`config.mk`:
```
export PLATFORM = sky130hd
export DESIGN_NAME = rts_sequencer
export DESIGN_NICKNAME = d
export VERILOG_FILES = /design/src/logic/rts_pkg.sv /design/src/logic/rts_sequencer.sv
export SDC_FILE = /design/constraint.sdc
export NUM_CORES = 1
export LEC_CHECK = 0
export BUFFER_PORTS_ARGS = -buffer_cell sky130_fd_sc_hd__buf_2
export CORE_UTILIZATION = 57
export DETAILED_ROUTE_END_ITERATION = 12
export GPL_ROUTABILITY_DRIVEN = 1
export PLACE_DENSITY_LB_ADDON = 0.1
export SETUP_SLACK_MARGIN = 0.1
export SYNTH_ARGS = -nofsm -noshare
export SYNTH_HDL_FRONTEND = slang
export SYNTH_SLANG_ARGS = --single-unit
```
`constraint.sdc`:
```
create_clock -name clock -period 6.4 [get_ports clock]
set_input_delay 0.32 -clock clock [delete_from_list [all_inputs] [get_ports clock]]
set_output_delay 0.32 -clock clock [all_outputs]
set_load 0.05 [all_outputs]
```
`src/logic/rts_pkg.sv`:
```
// Package for the reader trigger sequencer: timing counts, modes, carriers.
// Assumes a 40 MHz clock; all times are turned into cycle counts here.
package rts_pkg;
    // Clock rate and derived per-millisecond count
    localparam int CLK_HZ = 40_000_000;
    localparam int CLK_PERIOD_NS = 25;
    localparam int MS_CYC = CLK_HZ / 1000;
    // Delay from read end to result output, in milliseconds
    localparam int RESULT_DELAY_MS = 5;
    localparam int RESULT_DELAY_CYC = RESULT_DELAY_MS * MS_CYC;
    // Result on-time step is 10 ms; code 1..255 gives 10 ms..2.55 s
    localparam int RESULT_STEP_MS = 10;
    localparam int RESULT_STEP_CYC = RESULT_STEP_MS * MS_CYC;
    localparam logic [7:0] RESULT_CODE_MIN = 8'h01;
    localparam logic [7:0] RESULT_CODE_MAX = 8'hFF;
    // Qualification/one-shot input time step is 1 ms
    localparam int INPUT_STEP_MS = 1;
    localparam int INPUT_STEP_CYC = INPUT_STEP_MS * MS_CYC;
    // Symbology slots and multi-3 bounds
    localparam int SYMB_SLOTS = 4;
    localparam int MULTI3_MIN = 2;
    localparam int MULTI3_MAX = 4;

    // Read modes
    typedef enum logic [1:0] {
        RTS_SINGLE = 2'h0,
        RTS_MULTI1 = 2'h1,
        RTS_MULTI2 = 2'h2,
        RTS_MULTI3 = 2'h3
    } rts_mode_type;

    // Sequencer states, Gray coded along idle-qualify-read-wait-pulse
    typedef enum logic [2:0] {
        RTS_IDLE = 3'h0,
        RTS_QUAL = 3'h1,
        RTS_READ = 3'h3,
        RTS_WAIT = 3'h2,
        RTS_PULSE = 3'h6
    } rts_state_type;

    // Configuration carried as one group
    typedef struct packed {
        logic one_shot;
        logic send_at_trigger;
        rts_mode_type mode;
        logic [7:0] decode_count;
        logic [7:0] input_time_ms;
        logic [7:0] result_on_code;
        logic [3:0] symb_enable;
        logic compare_valid;
    } rts_cfg_type;

    // Decoder report carried as one group
    typedef struct packed {
        logic valid;
        logic [1:0] slot;
        logic match;
    } rts_dec_type;
endpackage

```
`src/logic/rts_sequencer.sv`:
```
// Reader trigger sequencer: trigger qualification, illumination, decode
// counting, send strobe and pass/fail result timing.
// Assumes the decoder core and serial framer sit outside and use the
// strobes given here; all inputs except read_trigger_in are synchronous to clock.
`timescale 1ns/10ps

// Notes on behaviour
// Level trigger: active trigger switches illumination on and starts decoding.
// Trigger must stay active beyond the qualification time before illumination.
// Illumination off when decode count reached, then data is sent.
// Pass/fail on-time programmable from 10 ms to 2.55 s.
// Result 5 ms after good read, or after trigger release on failure.
// One-shot: rising edge starts a read lasting the configured input time.
// Host holds level trigger long enough; uses one-shot for short pulses.
// Up to four symbology slots decoded without changing the setup.
// Send mode selectable only in single-label; multi modes send after read.
// Send-after-read: result issued once decode count is achieved.
// Send-at-trigger: result issued at trigger release or one-shot expiry.
// Request-to-send output is held permanently asserted.
// Pass/fail shows compare match, or plain read success without compare data; the code ignores compare data in multi modes.
// Multi-3 decodes two to four codes present together in the field; the code also completes multi-3 with a single enabled slot.
// Trigger input is synchronised before edge detection or timing.
module rts_sequencer #(
    // Cycles per millisecond; lowered only to keep simulations short
    parameter int CYC_PER_MS = rts_pkg::MS_CYC
) (
    // Clock and control
    input wire logic clock,
    input wire logic rst_n,
    input wire logic clk_en,
    // Host pins
    input wire logic read_trigger_in,
    output logic pass_result_out,
    output logic fail_result_out,
    output logic rts_out,
    // Configuration
    input wire rts_pkg::rts_cfg_type cfg,
    // Decoder side
    input wire rts_pkg::rts_dec_type dec,
    output logic illum_on,
    output logic decode_en,
    output logic [3:0] decode_slots,
    output logic send_strobe
);
    import rts_pkg::*;

    // Millisecond-based times scaled by the clock rate parameter
    localparam int DELAY_CYC = RESULT_DELAY_MS * CYC_PER_MS;
    localparam int STEP_CYC = RESULT_STEP_MS * CYC_PER_MS;
    localparam int IN_CYC = INPUT_STEP_MS * CYC_PER_MS;

    rts_state_type state_q, state_d;
    logic sync1_q, sync2_q, trig_q;
    logic [31:0] timer_q, timer_d;
    logic [31:0] hold_q, hold_d;
    logic [7:0] good_q, good_d;
    logic [3:0] seen_q, seen_d;
    logic match_q, match_d;
    logic pass_q, pass_d, fail_q, fail_d, send_q, send_d;
    logic trig_on, trig_off, trig_rise, single, multi3;
    logic count_met, success, early_send;
    logic [31:0] qual_cyc, on_cyc;
    logic [2:0] need3;
    logic [7:0] code_sat;

    // Two-flop synchroniser; only sync2 and later feed logic
    always_ff @(posedge clock) begin
        if (!rst_n) begin
            sync1_q <= 1'b0;
            sync2_q <= 1'b0;
            trig_q <= 1'b0;
        end else if (clk_en) begin
            sync1_q <= read_trigger_in;
            sync2_q <= sync1_q;
            trig_q <= sync2_q;
        end
    end

    assign trig_on = sync2_q;
    assign trig_off = trig_q & ~sync2_q;
    assign trig_rise = sync2_q & ~trig_q;
    assign single = (cfg.mode == RTS_SINGLE);
    assign multi3 = (cfg.mode == RTS_MULTI3);
    assign qual_cyc = 32'(cfg.input_time_ms) * 32'(IN_CYC);
    // Code zero would give only a one-cycle pulse, so it is lifted to 10 ms
    assign code_sat = (cfg.result_on_code < RESULT_CODE_MIN) ?
        RESULT_CODE_MIN : cfg.result_on_code;
    assign on_cyc = 32'(code_sat) * 32'(STEP_CYC);
    assign need3 = 3'(cfg.symb_enable[0]) + 3'(cfg.symb_enable[1]) +
        3'(cfg.symb_enable[2]) + 3'(cfg.symb_enable[3]);
    // Multi-3 completes when every enabled slot has been seen
    assign count_met = multi3 ?
        ((seen_q & cfg.symb_enable) == cfg.symb_enable && need3 != 3'h0) :
        (good_q >= cfg.decode_count && cfg.decode_count != 8'h00);
    // Multi modes ignore the send-at-trigger option
    assign early_send = ~(single & cfg.send_at_trigger);
    assign success = multi3 ? count_met : (good_q != 8'h00);

    // Sequencer next-state logic
    always_comb begin
        state_d = state_q;
        timer_d = timer_q;
        hold_d = hold_q;
        good_d = good_q;
        seen_d = seen_q;
        match_d = match_q;
        pass_d = pass_q;
        fail_d = fail_q;
        send_d = 1'b0;
        unique case (state_q)
            RTS_IDLE: begin
                timer_d = 32'h0;
                if ((cfg.one_shot && trig_rise) ||
                    (!cfg.one_shot && trig_on)) begin
                    state_d = RTS_QUAL;
                end
            end
            RTS_QUAL: begin
                // Level trigger must stay on; one-shot only needs the edge
                if (!cfg.one_shot && !trig_on) begin
                    state_d = RTS_IDLE;
                end else if (timer_q >= qual_cyc) begin
                    state_d = RTS_READ;
                    timer_d = 32'h0;
                    good_d = 8'h00;
                    seen_d = 4'h0;
                    match_d = 1'b1;
                end else begin
                    timer_d = timer_q + 32'h1;
                end
            end
            RTS_READ: begin
                timer_d = timer_q + 32'h1;
                if (dec.valid && cfg.symb_enable[dec.slot]) begin
                    if (!multi3 || !seen_q[dec.slot]) begin
                        good_d = good_q + 8'h01;
                    end
                    seen_d = seen_q | (4'h1 << dec.slot);
                    match_d = match_q & (dec.match | ~cfg.compare_valid);
                end
                if (count_met && early_send) begin
                    state_d = RTS_WAIT;
                    timer_d = 32'h0;
                    send_d = 1'b1;
                end else if ((cfg.one_shot && timer_q >= qual_cyc) ||
                             (!cfg.one_shot && trig_off)) begin
                    state_d = RTS_WAIT;
                    timer_d = 32'h0;
                    send_d = 1'b1;
                end
            end
            RTS_WAIT: begin
                // Fixed gap between end of read and result pulse
                if (timer_q >= 32'(DELAY_CYC - 1)) begin
                    state_d = RTS_PULSE;
                    timer_d = 32'h0;
                    hold_d = on_cyc;
                    // Multi modes skip the compare data
                    pass_d = success &
                        (match_q | ~cfg.compare_valid | ~single);
                    fail_d = ~(success &
                        (match_q | ~cfg.compare_valid | ~single));
                end else begin
                    timer_d = timer_q + 32'h1;
                end
            end
            RTS_PULSE: begin
                if (hold_q <= 32'h1) begin
                    pass_d = 1'b0;
                    fail_d = 1'b0;
                    // Wait for level trigger release so one hold is one read
                    if (cfg.one_shot || !trig_on) begin
                        state_d = RTS_IDLE;
                    end
                end else begin
                    hold_d = hold_q - 32'h1;
                end
            end
            default: state_d = RTS_IDLE;
        endcase
    end

    // Sequencer registers
    always_ff @(posedge clock) begin
        if (!rst_n) begin
            state_q <= RTS_IDLE;
            timer_q <= 32'h0;
            hold_q <= 32'h0;
            good_q <= 8'h00;
            seen_q <= 4'h0;
            match_q <= 1'b0;
            pass_q <= 1'b0;
            fail_q <= 1'b0;
            send_q <= 1'b0;
        end else if (clk_en) begin
            state_q <= state_d;
            timer_q <= timer_d;
            hold_q <= hold_d;
            good_q <= good_d;
            seen_q <= seen_d;
            match_q <= match_d;
            pass_q <= pass_d;
            fail_q <= fail_d;
            send_q <= send_d;
        end
    end

    // Outputs
    assign illum_on = (state_q == RTS_READ);
    assign decode_en = (state_q == RTS_READ);
    assign decode_slots = cfg.symb_enable;
    assign send_strobe = send_q;
    assign pass_result_out = pass_q;
    assign fail_result_out = fail_q;
    assign rts_out = 1'b1;

    a_rts_fixed: assert property (@(posedge clock) disable iff (!rst_n)
        rts_out == 1'b1) else $error("rts not asserted");
    a_illum_needs_qual: assert property (@(posedge clock) disable iff (!rst_n)
        $rose(illum_on) |-> $past(state_q) == RTS_QUAL)
        else $error("illumination without qualification");
    a_send_ends_read: assert property (@(posedge clock) disable iff (!rst_n)
        send_strobe |-> !illum_on) else $error("send while lit");
    a_result_excl: assert property (@(posedge clock) disable iff (!rst_n)
        !(pass_result_out && fail_result_out))
        else $error("pass and fail together");
    a_result_after_wait: assert property (@(posedge clock)
        disable iff (!rst_n)
        $rose(pass_result_out) || $rose(fail_result_out) |->
        $past(state_q) == RTS_WAIT) else $error("result early");
    a_early_send: assert property (@(posedge clock) disable iff (!rst_n)
        clk_en && state_q == RTS_READ && count_met && early_send
        |=> send_strobe) else $error("send after read missed");
    a_level_start: assert property (@(posedge clock) disable iff (!rst_n)
        clk_en && state_q == RTS_IDLE && !cfg.one_shot && trig_on
        |=> state_q == RTS_QUAL) else $error("trigger not taken");
    a_oneshot_edge: assert property (@(posedge clock) disable iff (!rst_n)
        clk_en && state_q == RTS_IDLE && cfg.one_shot && !trig_rise
        |=> state_q == RTS_IDLE) else $error("one-shot without edge");
    a_trig_release: assert property (@(posedge clock) disable iff (!rst_n)
        clk_en && state_q == RTS_READ && !cfg.one_shot && trig_off
        |=> state_q == RTS_WAIT) else $error("release not ending read");
endmodule

```
==> flow_summary.yaml <==
worst_setup_path:
  worst_path_dominant_cell_family: "compound AO/OA/AOI/OAI gates"
  worst-endpoint-required_ps: 6650
  timing_worst_setup_path_type: "input pin to flip-flop"
  delay_of_the_slowest_critical_path_stage_ps: 600
  worst_setup_end_kind: "flip-flop"
  critical_path.cell_chain: "buf_2 -> ha_1 -> ha_1 -> inv_1 -> fa_1 -> fa_1 -> fa_1 -> nor2b_1 -> o21ai_1 -> a21oi_1 -> o21ai_1 -> a21oi_1 -> o21ai_1 -> or4b_2 -> o311a_1 -> ha_1 -> a21oi_1 -> a21boi_0 -> a2111o_1 -> a221oi_1 -> o211ai_1 -> o21ai_2 -> nand2_2 -> o41ai_2"
  cp_arrival_ps: 6140
  slowest_stage: "sky130_fd_sc_hd__fa_1"
  cp.buffers_inverters: 2
  start_kind: "input pin"
  cp_max_fo: 9
outcome:
  status: "finished clean"
sta:
  tns_ps: 0
  final.period_utilization: 0.920
  worst_slew_pin_slew_ps: 1040
  final.setup_skew_ps: 8.49
  maxClockFrequency_ghz: 0.170
  final_hold_viol_count: 0
  setup_viol: 0
  fin_ws_ps: 510
  worst_slew_margin_rel: 0.303
  hold_ws_ps: 205
  report.final.slew_viol_count: 0
  grt_setup_unrepaired: "no"
  finalWorstPathRequiredPeriod_ps: 5890
cts:
  path_clk_slew_ps: 70
  max-clock-path-buffers: 2
  cts_tree: "built"
  max_h_tree_level: 3
  total_clock_buffers_created_by_cts: 9
  clkSinkCount: 86
  cts_hold_buffers: 0
  clock_latency_ps: 350
  clk_tree_root_cell: "sky130_fd_sc_hd__clkbuf_16"
pwr:
  vdd_ir_drop_max_mv: 0.192
  static-leakage-power_nw: 3.90
  cellPowerDensity_nw_per_um2: 202
finish:
  flow.area_growth_from_synthesis_pct: 8.20
  final-instance-count-excl-fill: 1204
  drive_above_1_share: 0.0947
  final_net_count: 1211
  n_antenna_cell: 0
  finalInstanceArea_um2: 8710
route:
  route.detailed.wl_per_inst_um: 15.5
  drt_first_iter_violations: 450
  wl_um: 18600
  count_of_vias_placed_by_the_detailed_router: 7177
  ant_nets: 0
  drt_first_pass_iters: 5
  drc: 0
  viasPerCell: 5.96
synthesis:
  synth.top_cells.by_area: "sky130_fd_sc_hd__dfxtp_1 21%, sky130_fd_sc_hd__ha_1 20%, sky130_fd_sc_hd__fa_1 6.2%"
  synthMostInstantiatedCell: "sky130_fd_sc_hd__ha_1"
  synth_common_cells: "126 x sky130_fd_sc_hd__ha_1, 102 x sky130_fd_sc_hd__inv_1, 86 x sky130_fd_sc_hd__dfxtp_1"
  synth_async_sr_flop_share: 0
  synth_largest_area_cell: "sky130_fd_sc_hd__dfxtp_1"
  share_of_the_synthesized_area_in_compound_gates_ao_oa_aoi_oai: 0.173
  synth_edf_count: 0
  synth_sequential_area_ratio: 0.214
  synth_adder_area_share: 0.258
  synth.top_cell.area_share: 0.214
  postSynthRegisterBits: 86
  post_synth.cell_area_avg_um2: 8.09
  synth_cells: 995
  synth_warnings: 0
  mappedNetlistArea_um2: 8050
  synth.lib_cells_used.distinct: 73
  synthSimpleGateAreaFrac: 0.214
  combinational_family_with_the_most_area_after_synthesis: "adder cells"
  synthXorXnorAreaFrac: 0.0478
  syn-num-nets: 1187
  synth_top_flop_cell: "sky130_fd_sc_hd__dfxtp_1"
  synthMuxAreaShare: 0.0219
global_routing:
  grt_first_pass_wirelength_um: 31400
  vias_in_the_first_global_route: 6682
  initial_antenna_violation_count: 0
  grt_util_all_layers: 0.268
  grt_start_max_net_pins: 29
  overflow: 0
die:
  num_rows: 43
  core_area_um2: 13800
  die_width_um: 121
  die_h_um: 121
  initial_core_util: 0.582
  design.die.area_um2: 14600
  floorplan.io_pins: 51
place:
  pre_cts_slack_ps: -82.7
  weighted_congestion_at_the_end_of_routability_driven_global_placement: 0.866
  place_inst: 1187
  port-buffer-count: 49
  place.detailed.hpwl_um: 14300
  place_area_um2: 8390
min_path:
  holdCritPathClass: "input pin to flip-flop"
run:
  drv.max_cap_violation_count: 0
[repair_timing]
item | 4_1_cts | 5_1_grt
setup endpoints to repair | 0 | 45
buffers inserted | 0 | 1
gates resized for setup | 0 | 7
[metal layers]
metal  global-route usage  share of wire  vias up
met1                0.341           0.46     3386
met2                0.464           0.49      126
met4               0.0918          0.018        0
met3               0.0367          0.034       24
met5                    0              0        -
li1                     -              -     3641
[placed cells by master, fill, tap and decap left out, drive strengths merged, types with 9 or more instances in the layout]
master	netlist	final
fa	25	25
nand2	77	77
nor4	16	16
and2	9	9
inv	102	105
ha	126	126
clkbuf	35	11
mux2i	12	12
o31ai	9	9
nor2	75	75
a31oi	29	29
nor3	33	33
buf	9	57
xnor2	17	17
nand4	27	27
or3	10	10
dfxtp	86	86
a21oi	54	54
nand3	37	37
xor2	27	27
a21o	10	10
o21ai	47	47
[state kept, by name, indices dropped and copies added (netlist names)]
register / flops
hold_q: 32
fail_result_out: 1
state_q: 3
send_strobe: 1
pass_result_out: 1
seen_q: 4
match_q: 1
trig_q: 1
good_q: 8
sync1_q: 1
sync2_q: 1
timer_q: 32
[logic make-up (layout without fill, tap and decap cells)]
logic type,after synthesis,after routing
AOI/OAI and AO/OA,217,217
DFF,86,86
other,1,1
muxes,15,15
buffers and inverters,146,175
adders and majority gates,151,151
and+or+nand+nor,335,335
xor gates and xnor gates,44,44
[final cells by class]
type / count / area (um^2)
well taps: 180 / 225
clock inverters: 5 / 40.0
clock buffers: 11 / 253
repair buffers: 57 / 305
multi-input cells: 763 / 5790
inverters: 102 / 383
flip-flops and latches: 86 / 1720
fillers: 1304 / 5110
[power by group]
group	leakage, nW	switching, W	internal (W)
Sequential	0.693	0.00000162	0.000536
Clock	0.147	0.000230	0.000289
Combinational	3.06	0.000397	0.000309
[per-stage QoR]
step / power [W] / util
floorplan: 0.00110 / -
global placement: 0.00124 / 0.607
detailed placement: 0.00126 / 0.607
CTS: 0.00178 / 0.628
global route: 0.00191 / 0.630
finish: 0.00176 / 0.630
[path summary, 6_finish.rpt]
path	to	cells after the start	start	slack (ps)
worst min-delay path	sync1_q	3	read_trigger_in	200
worst max-delay path	timer_q[30]	24	cfg[15]	510
worst min register to register	match_q	2	match_q	470
worst max register to register	hold_q[23]	8	timer_q[2]	3000
[tightest hold or removal path, stage by stage]
cell	delay, ps
sky130_fd_sc_hd__buf_2	70
sky130_fd_sc_hd__mux2i_1	60
sky130_fd_sc_hd__nor2_1	70
Power figures use the tool's default switching activity.
